[src/shared/wdt_pkg.sv]
// Constants shared by the watchdog configuration front end and its timer.
// Assumes a 100 MHz system clock.
package wdt_pkg;
  // I/O ports of the index/data pair
  localparam logic [15:0] IDX_PORT   = 16'h002E;
  localparam logic [15:0] DATA_PORT  = 16'h002F;
  // Keys written to the index port
  localparam logic [7:0]  KEY_UNLOCK = 8'h87;
  localparam logic [7:0]  KEY_LOCK   = 8'hAA;
  // Register indices
  localparam logic [7:0]  REG_LDN    = 8'h07;
  localparam logic [7:0]  REG_ACT    = 8'h30;
  localparam logic [7:0]  REG_UNIT   = 8'hF5;
  localparam logic [7:0]  REG_COUNT  = 8'hF6;
  localparam logic [7:0]  REG_CTRL   = 8'hF7;
  // Logical device number of the watchdog
  localparam logic [7:0]  LDN_WDT    = 8'h08;
  // Read answers and reset values
  localparam logic [7:0]  RD_LOCKED  = 8'hFF;
  localparam logic [7:0]  RD_NONE    = 8'h00;
  localparam logic [7:0]  COUNT_STOP = 8'h00;
  localparam logic [7:0]  LDN_RST    = 8'h00;
  // Bit positions
  localparam int          ACT_BIT    = 0;
  localparam int          UNIT_BIT   = 3;
  localparam int          STAT_BIT   = 4;
  localparam int          FORCE_BIT  = 5;
  localparam int          KBD_BIT    = 6;
  localparam int          MOUSE_BIT  = 7;
  // Timing: clock period and counting units
  localparam int          CLK_PERIOD_NS = 32'h0000000A;
  localparam int          UNIT_SEC_NS   = 32'h3B9ACA00;
  localparam int          SEC_CYCLES    = UNIT_SEC_NS / CLK_PERIOD_NS;
  localparam logic [5:0]  SECS_PER_MIN  = 6'h3C;
  // Configuration lock states
  typedef enum logic [1:0]
  {
    CFG_LOCKED = 2'b00,
    CFG_KEY1   = 2'b01,
    CFG_OPEN   = 2'b10
  } cfg_state_t;
endpackage

[src/shared/wdt_link_if.sv]
// Carrier between the configuration front end and the countdown timer.
// Both ends run on the same clock.
`timescale 1ns/1ps
`default_nettype none
interface wdt_link_if;
  logic       load;      // Pulse: reload count from F6 value
  logic       restart;   // Pulse: activity restart
  logic       run;       // Watchdog enabled
  logic       unit_min;  // Count minutes instead of seconds
  logic [7:0] count;     // Stored timeout value
  logic       expire;    // Pulse: countdown reached zero
  modport ctrl
  (
    output load, restart, run, unit_min, count,
    input  expire
  );
  modport tmr
  (
    input  load, restart, run, unit_min, count,
    output expire
  );
endinterface
`default_nettype wire

[src/superio_wdt.sv]
// Watchdog logical device reached through an index/data I/O port pair.
// Assumes one-cycle I/O strobes synchronous to clk.
// Function
// - Index port selects, data port moves value
// - Index 07h value 08h selects watchdog
// - 30h bit0 enables; controls need enable
// - F7 bit7 lets mouse restart count
// - F7 bit6 lets keyboard restart count
// - F7 bit5 write forces timeout at once
// - Forced timeout needs no running count
// - AAh on index locks, writes ignored
// - F5 bit3 selects seconds or minutes
// - F6 zero stops, nonzero reloads countdown
// - Force bit clears itself
// - F7 bit4 reads timeout status
`timescale 1ns/1ps
`default_nettype none
module superio_wdt
#(
  parameter int SEC_CYCLES = wdt_pkg::SEC_CYCLES
)
(
  input  wire logic        clk,
  input  wire logic        srst,
  input  wire logic [15:0] io_addr,
  input  wire logic        io_wr,
  input  wire logic        io_rd,
  input  wire logic [7:0]  io_wdata,
  output logic      [7:0]  io_rdata,
  input  wire logic        mouse_act,
  input  wire logic        kbd_act,
  output logic             wdt_timeout
);
  import wdt_pkg::*;

  // ==========================================================
  // State
  typedef struct packed
  {
    cfg_state_t lock;      // Configuration lock state
    logic [7:0] index;     // Selected register index
    logic [7:0] ldn;       // Selected logical device
    logic       act;       // Watchdog enabled
    logic       unit_min;  // Minute unit
    logic [7:0] count;     // Timeout value
    logic       mouse_en;  // Mouse restarts count
    logic       kbd_en;    // Keyboard restarts count
    logic       status;    // Timeout reached
    logic       load;      // Count reload pulse
    logic [7:0] rdata;     // Read answer
  } top_state_t;

  top_state_t st_ff;
  top_state_t nxt_st;

  wdt_link_if link ();

  // Decoded strobes
  logic       wr_idx;      // Index port write
  logic       wr_dat;      // Data port write
  logic       rd_idx;      // Index port read
  logic       rd_dat;      // Data port read
  logic       is_open;     // Configuration unlocked
  logic       wdt_sel;     // Watchdog device selected
  logic       ctl_wr;      // Enabled watchdog control write
  logic       force_hit;   // Force timeout write
  logic       activity;    // Enabled activity restart
  logic [7:0] rd_val;      // Data port read value

  assign wr_idx  = io_wr && io_addr == IDX_PORT;
  assign wr_dat  = io_wr && io_addr == DATA_PORT;
  assign rd_idx  = io_rd && io_addr == IDX_PORT;
  assign rd_dat  = io_rd && io_addr == DATA_PORT;
  assign is_open = st_ff.lock == CFG_OPEN;
  assign wdt_sel = st_ff.ldn == LDN_WDT;
  assign ctl_wr  = wr_dat && is_open && wdt_sel && st_ff.act;
  assign force_hit = ctl_wr && st_ff.index == REG_CTRL && io_wdata[FORCE_BIT];
  assign activity = st_ff.act
                    && ((mouse_act && st_ff.mouse_en) || (kbd_act && st_ff.kbd_en));

  // ==========================================================
  // Read multiplexer
  always_comb
  begin
    rd_val = RD_NONE;
    if (st_ff.index == REG_LDN)
      rd_val = st_ff.ldn;
    else if (wdt_sel)
    begin
      unique case (st_ff.index)
        REG_ACT:   rd_val[ACT_BIT] = st_ff.act;
        REG_UNIT:  rd_val[UNIT_BIT] = st_ff.unit_min;
        REG_COUNT: rd_val = st_ff.count;
        REG_CTRL:
        begin
          rd_val[MOUSE_BIT] = st_ff.mouse_en;
          rd_val[KBD_BIT]   = st_ff.kbd_en;
          rd_val[STAT_BIT]  = st_ff.status;
        end
        default:   rd_val = RD_NONE;
      endcase
    end
  end

  // ==========================================================
  // Next state
  always_comb
  begin
    nxt_st = st_ff;
    nxt_st.load = 1'b0;
    // Lock sequencer
    unique case (st_ff.lock)
      CFG_LOCKED:
      begin
        if (wr_idx && io_wdata == KEY_UNLOCK)
          nxt_st.lock = CFG_KEY1;
      end
      CFG_KEY1:
      begin
        if (wr_idx && io_wdata == KEY_UNLOCK)
          nxt_st.lock = CFG_OPEN;
        else if (io_wr)
          nxt_st.lock = CFG_LOCKED;
      end
      CFG_OPEN:
      begin
        if (wr_idx && io_wdata == KEY_LOCK)
          nxt_st.lock = CFG_LOCKED;
        else if (wr_idx)
          nxt_st.index = io_wdata;
      end
      default: nxt_st.lock = CFG_LOCKED;
    endcase
    if (wr_dat && is_open && st_ff.index == REG_LDN)
      nxt_st.ldn = io_wdata;
    if (wr_dat && is_open && wdt_sel && st_ff.index == REG_ACT)
      nxt_st.act = io_wdata[ACT_BIT];
    if (ctl_wr && st_ff.index == REG_UNIT)
      nxt_st.unit_min = io_wdata[UNIT_BIT];
    if (ctl_wr && st_ff.index == REG_COUNT)
    begin
      nxt_st.count = io_wdata;
      nxt_st.load  = 1'b1;
    end
    if (ctl_wr && st_ff.index == REG_CTRL)
    begin
      nxt_st.mouse_en = io_wdata[MOUSE_BIT];
      nxt_st.kbd_en   = io_wdata[KBD_BIT];
      // Writing 0 to status clears it
      if (!io_wdata[STAT_BIT])
        nxt_st.status = 1'b0;
    end
    if (force_hit || link.expire)
      nxt_st.status = 1'b1;
    // Read answer
    if (rd_idx)
      nxt_st.rdata = is_open ? st_ff.index : RD_LOCKED;
    else if (rd_dat)
      nxt_st.rdata = is_open ? rd_val : RD_LOCKED;
  end

  // Register
  always_ff @(posedge clk)
  begin
    if (srst)
    begin
      st_ff       <= '0;
      st_ff.lock  <= CFG_LOCKED;
      st_ff.ldn   <= LDN_RST;
      st_ff.count <= COUNT_STOP;
    end
    else
      st_ff <= nxt_st;
  end

  // ==========================================================
  // Timer and outputs
  assign link.load     = st_ff.load;
  assign link.restart  = activity;
  assign link.run      = st_ff.act;
  assign link.unit_min = st_ff.unit_min;
  assign link.count    = st_ff.count;

  wdt_timer #(.SEC_CYCLES(SEC_CYCLES)) u_timer
  (
    .clk  (clk),
    .srst (srst),
    .lnk  (link.tmr)
  );

  assign io_rdata    = st_ff.rdata;
  assign wdt_timeout = st_ff.status;
endmodule
`default_nettype wire

[src/wdt_timer.sv]
// Countdown timer of the watchdog, in seconds or minutes.
// Expects load/restart pulses and settings from the front end.
`timescale 1ns/1ps
`default_nettype none
module wdt_timer
#(
  parameter int SEC_CYCLES = wdt_pkg::SEC_CYCLES
)
(
  input  wire logic clk,
  input  wire logic srst,
  wdt_link_if.tmr   lnk
);
  import wdt_pkg::*;

  // ==========================================================
  // State
  typedef struct packed
  {
    logic [31:0] pre;     // Cycles within one second
    logic [5:0]  secs;    // Seconds within one minute
    logic [7:0]  cnt;     // Remaining units
    logic        expire;  // Expiry pulse
  } tmr_state_t;

  tmr_state_t st_ff;
  tmr_state_t nxt_st;

  // Next state
  always_comb
  begin
    nxt_st = st_ff;
    nxt_st.expire = 1'b0;
    if (lnk.load || lnk.restart)
    begin
      nxt_st.cnt  = lnk.count;
      nxt_st.pre  = '0;
      nxt_st.secs = '0;
    end
    else if (lnk.run && st_ff.cnt != COUNT_STOP)
    begin
      if (st_ff.pre == 32'(SEC_CYCLES - 1))
      begin
        nxt_st.pre = '0;
        if (!lnk.unit_min || st_ff.secs == SECS_PER_MIN - 6'h01)
        begin
          nxt_st.secs = '0;
          nxt_st.cnt  = st_ff.cnt - 8'h01;
          nxt_st.expire = (st_ff.cnt == 8'h01);
        end
        else
        begin
          nxt_st.secs = st_ff.secs + 6'h01;
        end
      end
      else
      begin
        nxt_st.pre = st_ff.pre + 32'h00000001;
      end
    end
  end

  // Register
  always_ff @(posedge clk)
  begin
    if (srst)
      st_ff <= '0;
    else
      st_ff <= nxt_st;
  end

  assign lnk.expire = st_ff.expire;
endmodule
`default_nettype wire

[config.mk]
export PLATFORM = sky130hd
export DESIGN_NAME = superio_wdt
export DESIGN_NICKNAME = d
export VERILOG_FILES = /design/src/shared/wdt_pkg.sv /design/src/shared/wdt_link_if.sv /design/src/superio_wdt.sv /design/src/wdt_timer.sv
export SDC_FILE = /design/constraint.sdc
export NUM_CORES = 1
export LEC_CHECK = 0
export BUFFER_PORTS_ARGS = -buffer_cell sky130_fd_sc_hd__buf_2
export CORE_MARGIN = 1
export CORE_UTILIZATION = 45
export CTS_CLUSTER_DIAMETER = 30
export DETAILED_ROUTE_END_ITERATION = 7
export RECOVER_POWER = 50
export SYNTH_ARGS = -nofsm -noshare
export SYNTH_HDL_FRONTEND = slang
export SYNTH_SLANG_ARGS = --single-unit
export TNS_END_PERCENT = 10
[constraint.sdc]
create_clock -name clk -period 3.2 [get_ports clk]
set_clock_uncertainty 0.15 [all_clocks]
set_input_delay 0.48 -clock clk [delete_from_list [all_inputs] [get_ports clk]]
set_output_delay 0.48 -clock clk [all_outputs]
set_load 0.02 [all_outputs]
* Word-level counts from Yosys, hierarchy flattened
Index checks and enable logic that the tools add are counted.
** Word-level totals
- Register bits :: 87
- Bits of input ports :: 30
- Output and inout port bits :: 9
- Word-level logic and storage cells :: 106
** Cells by class
- Add/sub/neg operators :: 3
- Eq/ne operators :: 19
- Multiplexer cells :: 27
- Bitwise logic cells :: 4
- Reduce and logical (&&, ||, !) cells :: 38
** Operator list (number)
- $mux W8 :: 7
- $eq A8 B8 Y1 const B :: 5
- $add A32 B1 Y32 const B :: 1
- $eq A16 B6 Y1 const B :: 2
- $eq A32 B27 Y1 const B :: 1
- $mux W32 :: 1
- $mux W9 :: 3
- $logic_and A1 B1 Y1 :: 19
- $mux W2 :: 5
- $reduce_bool A2 Y1 :: 5
- $reduce_and A3 Y1 :: 3
- $eq A8 B1 Y1 const B :: 1
- $eq A8 B3 Y1 const B :: 1
- $eq A8 B4 Y1 const B :: 1
- $eq A8 B6 Y1 const B :: 1
- $reduce_bool A8 Y1 :: 1
- $sub A8 B1 Y8 const B :: 1
- $add A6 B1 Y6 const B :: 1
- $eq A6 B6 Y1 const B :: 1
- $mux W6 :: 1
- $pmux W1 S2 :: 3
- $pmux W2 S3 :: 1
- $mux W1 :: 5
- $reduce_or A5 Y1 :: 1
- 12 further kinds :: 20

* Longest topological paths before layout
- Depth in word-level cells :: 10
- Mapped depth :: 8
- Gate-level depth less buffers :: 7

* Hierarchy
From an unflattened synthesis, not the netlist that was laid out.
** Second synthesis, totals
- Cells, all modules :: 491
- Area, all modules :: 4335.4 um2
** By module, submodules not included
- wdt_timer :: times used 1, cells an instance 273, area each 2321.0 um2
- superio_wdt :: times used 1, cells an instance 218, area each 2014.4 um2

* Worst setup path before layout
No wires, ideal clock.
- Path type :: input to register
- Start point :: input port io_addr[7]
- End point :: register, netlist name link.count[0]
- Setup time :: 0.128 ns
- Arrival :: 1.997 ns
- Required time :: 2.922 ns
- Path slack :: 0.926 ns
- Stages on the path :: 5
- Path buffers :: 0
- Path through :: nor4b_2 nand4_1 nor4_4 mux2i_1 nor2_1
** On the way
- Cells in the longest elaborated chain, start to end :: 6
** RTL lines
- start, declared :: line superio_wdt.sv:25 : input wire logic [15:0] io_addr,
- $eq A16 B6 Y1 :: line superio_wdt.sv:71 : assign wr_dat = io_wr && io_addr == DATA_PORT;
- $logic_and A1 B1 Y1 :: line superio_wdt.sv:71
- $logic_and A1 B1 Y1 (3 in series) :: line superio_wdt.sv:76 : assign ctl_wr = wr_dat && is_open && wdt_sel && st_ff.act;
- $logic_and A1 B1 Y1 :: line superio_wdt.sv:140 : if (ctl_wr && st_ff.index == REG_COUNT)
Every way passes these cells.
A chain may end at the register's enable or synchronous reset.

* Worst setup path after layout
- Start point :: register u_timer.st_ff[1] in the netlist's numbering
- End point :: register u_timer.st_ff[9] in the netlist's numbering
** On the way
- Cells in the longest elaborated chain, start to end :: 3
** RTL lines
- start, declared :: line wdt_timer.sv:26 : tmr_state_t st_ff;
- start signal, assigned :: line wdt_timer.sv:69 : st_ff <= nxt_st;
- $reduce_bool A8 Y1 :: line wdt_timer.sv:40 : else if (lnk.run && st_ff.cnt != COUNT_STOP)
- $logic_and A1 B1 Y1 :: line wdt_timer.sv:40
- $reduce_and A2 Y1 (no line)
Every way passes these cells.

==> summary.md <==
| Metric | Value |
|---|---|
| Yosys warns | 0 |
| GRT overflow | 0 |
| Placeable Area | 9371 um2 |
| # Post-CTS Setup Buffers | 0 |
| Leakage | 1.610 nW |
| R2r setup slk | 0.59 ns |
| Antenna viol nets, final | 0 |
| CP top delay family | compound AO/OA/AOI/OAI gates |
| Layout cells sized above 1 | 11.15% |
| Via density | between 5 and 6 |
| Syn_nets | around 540 |
| DP Cell Count | 660 |
| Worst r2r dst | u_timer.st_ff[9]$_SDFFE_PP0P_ |
| Synthesized cell area | 4434 um2 |
| Total power | between 0.0015 and 0.002 W |
| Num Clock Sinks | 87 |
| Vias | ~3900 |
| Buffers & Inverters on Critical Path | 2 |
| Worst path arrival time | 2.67 ns |
| Reg2reg start | u_timer.st_ff[1]$_SDFFE_PP0P_ |
| Synth cell types | 59 |
| Ant diodes | 0 |
| Max-slew violations | 0 |
| Drt first pass iters | 5 |
| Cell area power density | 398.5 nW/um2 |
| Vias in the first global route | around 3500 |
| DRT iter0 DRCs | ~210 |
| Clock buffer count from CTS | 9 |
| Finished Layout Cells | around 680 |
| Worst min path class | in -> reg |
| Mean Syn Cell Area | between 8 and 9 um2 |
| Unrepaired setup endpoints after global routing | false |
| CTS clk-pin slew, worst paths | around 0.09 ns |
| Critical Path, Cell by Cell | inv_1 > ha_1 > inv_1 > o41a_1 > nand3_1 > o21ai_0 > nor2_1 |
| Worst setup SP type | register |
| Crit path max fanout | 10 |
| Status | complete, no violations |
| Most used cell, CP | inv_1 |
| Fin nets | approximately 580 |
| Async SR Flop Fraction | 0% |
| Critical Path End Type | register |
| CTS H-tree lvls | 3 |
| Routed length per instance | 15.54 um |
| Final min period | roughly 2.6 ns |
| Max frequency | 0.3834 GHz |
| Slowest cell delay on critical path | 0.71 ns |
| Sequential share of the synthesized area | about two fifths |
| Hold_buf cts | 0 |
| Number of synthesized flops with an enable pin | 0 |
| Die area | 10250 um2 |
| Resized Gates After CTS | 0 |
| Die width | roughly 100 um |
| Clk root buf | clkbuf_8 |
| Port bufs | 38 |
| CTS tree | yes |
| Worst Path Required | between 3 and 4 ns |
| Drt drc | 0 |
| Num rows | 35 |
| CP Class | reg -> reg |
| TNS Setup | 0 ns |
| Clk_lat worst skew | around 0.36 ns |
| CP max-delay cell | o21ai_0 |
| Cells after Synth | about 500 |
| Max cap viols | 0 |
| Fin crit share | roughly four fifths |
| Die height | roughly 100 um |
| Beginning of the critical path | u_timer.st_ff[1]$_SDFFE_PP0P_ |
| #FFs+latches synth | a little under 90 |
| Worst setup margin | a little under 0.6 ns |
| Final HPWL DP | approximately 7700 um |
| Worst Tran Pin Value | a little under 0.8 ns |
| Largest buffer count on any clock path | 2 |
| Reg2Reg Depth | 7 |
| Maximum vdd ir drop | 0.0002056 V |
| Initial antenna violation count | 0 |
| Post-Route WL | 10500 um |
| I/O Pins | 39 |
| Commonest register cell after synthesis | dfxtp_1 |
| Largest net degree at the start of global routing | 46 |
| Max_slew headroom | between 40% and 50% |
| Post-place setup slack | 0.6372 ns |
| Initial Util | 47.32% |
| Synthesis-to-layout area growth | 10.47% |
| Critical Path Sink | u_timer.st_ff[9]$_SDFFE_PP0P_ |
| First-pass GRT wire length | 17060 um |
| CP Depth | 7 |
| Total track usage | about a fifth |
| GPL Wtd Cong | about 0.8 |
| Fin. Hold Viols | 0 |
| Final number of setup-violating endpoints | 0 |
[cell type report]
type,instances,area [um2]
well taps,129,161.4
fillers,932,4473
multi-input cells,381,2481
inverters,15,56.30
flip-flops and latches,87,1742
clock inverters,4,53.80
clock buffers,12,155.1
repair buffers,48,249.0
[logic make-up (layout without fill, tap and decap cells)]
group | Yosys count | count (layout) | synth area share, %
flip-flops | 87 | 87 | 39.28
AO/OA/AOI/OAI | 78 | 78 | 12.05
buffers and inverters | 41 | 79 | 4.514
multiplexers | 38 | 38 | 8.606
XOR/XNOR | 23 | 23 | 4.543
adder cells (fa/ha/maj) | 5 | 5 | 1.411
AND/OR/NAND/NOR | 237 | 237 | 29.60
[routing by layer]
layer | routed length (um) | part of all wire (%) | vias to the layer above | global-route usage [%]
li1 | - | - | 1951 | -
met1 | 5199 | 50 | 1824 | 29.04
met2 | 4802 | 46 | 78 | 34.48
met3 | 394 | 3.8 | 10 | 4.141
met4 | 106 | 1.0 | 0 | 5.463
met5 | 0 | 0 | - | 0
[worst register-to-register path: cells and delay by family (launching register included)]
family                   cells  cell delay (ns)
AND/OR/NAND/NOR              2             0.45
adder cells (fa/ha/maj)      1             0.20
AO/OA/AOI/OAI                2             1.13
buffers and inverters        2             0.18
flip-flops                   1             0.36
[Yosys cell counts (7+ instances only)]
cell | n | share of area, %
o21ai_0 | 14 | 1.6
and3_1 | 7 | 0.99
nor2_1 | 66 | 5.6
nand4_1 | 26 | 3.7
buf_4 | 8 | 1.4
or3_1 | 19 | 2.7
inv_1 | 15 | 1.3
a211oi_1 | 7 | 1.2
xor2_1 | 7 | 1.4
nand3_1 | 22 | 2.5
buf_2 | 7 | 0.79
or4_1 | 8 | 1.4
nor3_1 | 12 | 1.4
clkbuf_1 | 9 | 0.76
dfxtp_1 | 87 | 39
nand2_1 | 29 | 2.5
xnor2_1 | 16 | 3.2
nor4_1 | 15 | 2.1
a21oi_1 | 19 | 2.1
mux2i_1 | 37 | 8.4
[worst min-delay path by stage]
stage	from	endpoint	slack, ns	depth (start not counted)
CTS	io_wdata[1]	link.count[1]$_SDFFE_PP0P_	0.27	3
global placement	u_timer.st_ff[14]$_SDFFE_PP0P_	u_timer.st_ff[14]$_SDFFE_PP0P_	0.31	2
detailed placement	u_timer.st_ff[46]$_SDFFE_PP0P_	u_timer.st_ff[46]$_SDFFE_PP0P_	0.33	2
finish	io_wdata[1]	st_ff[31]$_SDFFE_PP0P_	0.28	3
global route	io_wdata[1]	link.count[1]$_SDFFE_PP0P_	0.28	3
floorplan	st_ff[39]$_SDFFE_PP0P_	st_ff[38]$_SDFFE_PP0P_	0.29	1
[flip-flops by register name, indices dropped and copies added, names as in the netlist]
signal and count:
link.run 1, u_timer.lnk.expire 1, io_rdata 8, link.unit_min 1, wdt_timeout 1, st_ff 20, link.count 8, u_timer.st_ff 46
link.load 1
[cell usage in the layout (no fill, tap or decap), types with 11 or more instances in the layout]
master    instances
a21oi_1          19
buf_2            28
clkbuf_1         12
clkbuf_8         11
dfxtp_1          87
inv_1            15
mux2i_1          37
nand2_1          29
nand3_1          22
nand4_1          26
nor2_1           66
nor3_1           13
nor4_1           15
o21ai_0          14
or3_1            19
xnor2_1          16
[power breakdown]
part | leakage [nW] | total (W) | switching (W) | internal [W]
logic | 0.811 | 0.0000583 | 0.0000386 | 0.0000197
registers | 0.700 | 0.00108 | 0.00000000146 | 0.00108
clock network | 0.0988 | 0.000812 | 0.000407 | 0.000406
total | 1.61 | 0.00195 | 0.000445 | 0.00151
[metrics by stage]
step           hold slack (ns)  util (%)  area [um2]
3_5_place_dp            0.3310     50.37        4721
4_1_cts                 0.2697     52.60        4930
2_1_floorplan           0.2911         -        4434
6_report                0.2768     52.27        4898
3_3_place_gp            0.3132     50.37        4721
5_1_grt                 0.2793     52.27        4898
Note: power is estimated with default switching activity, not from simulation.
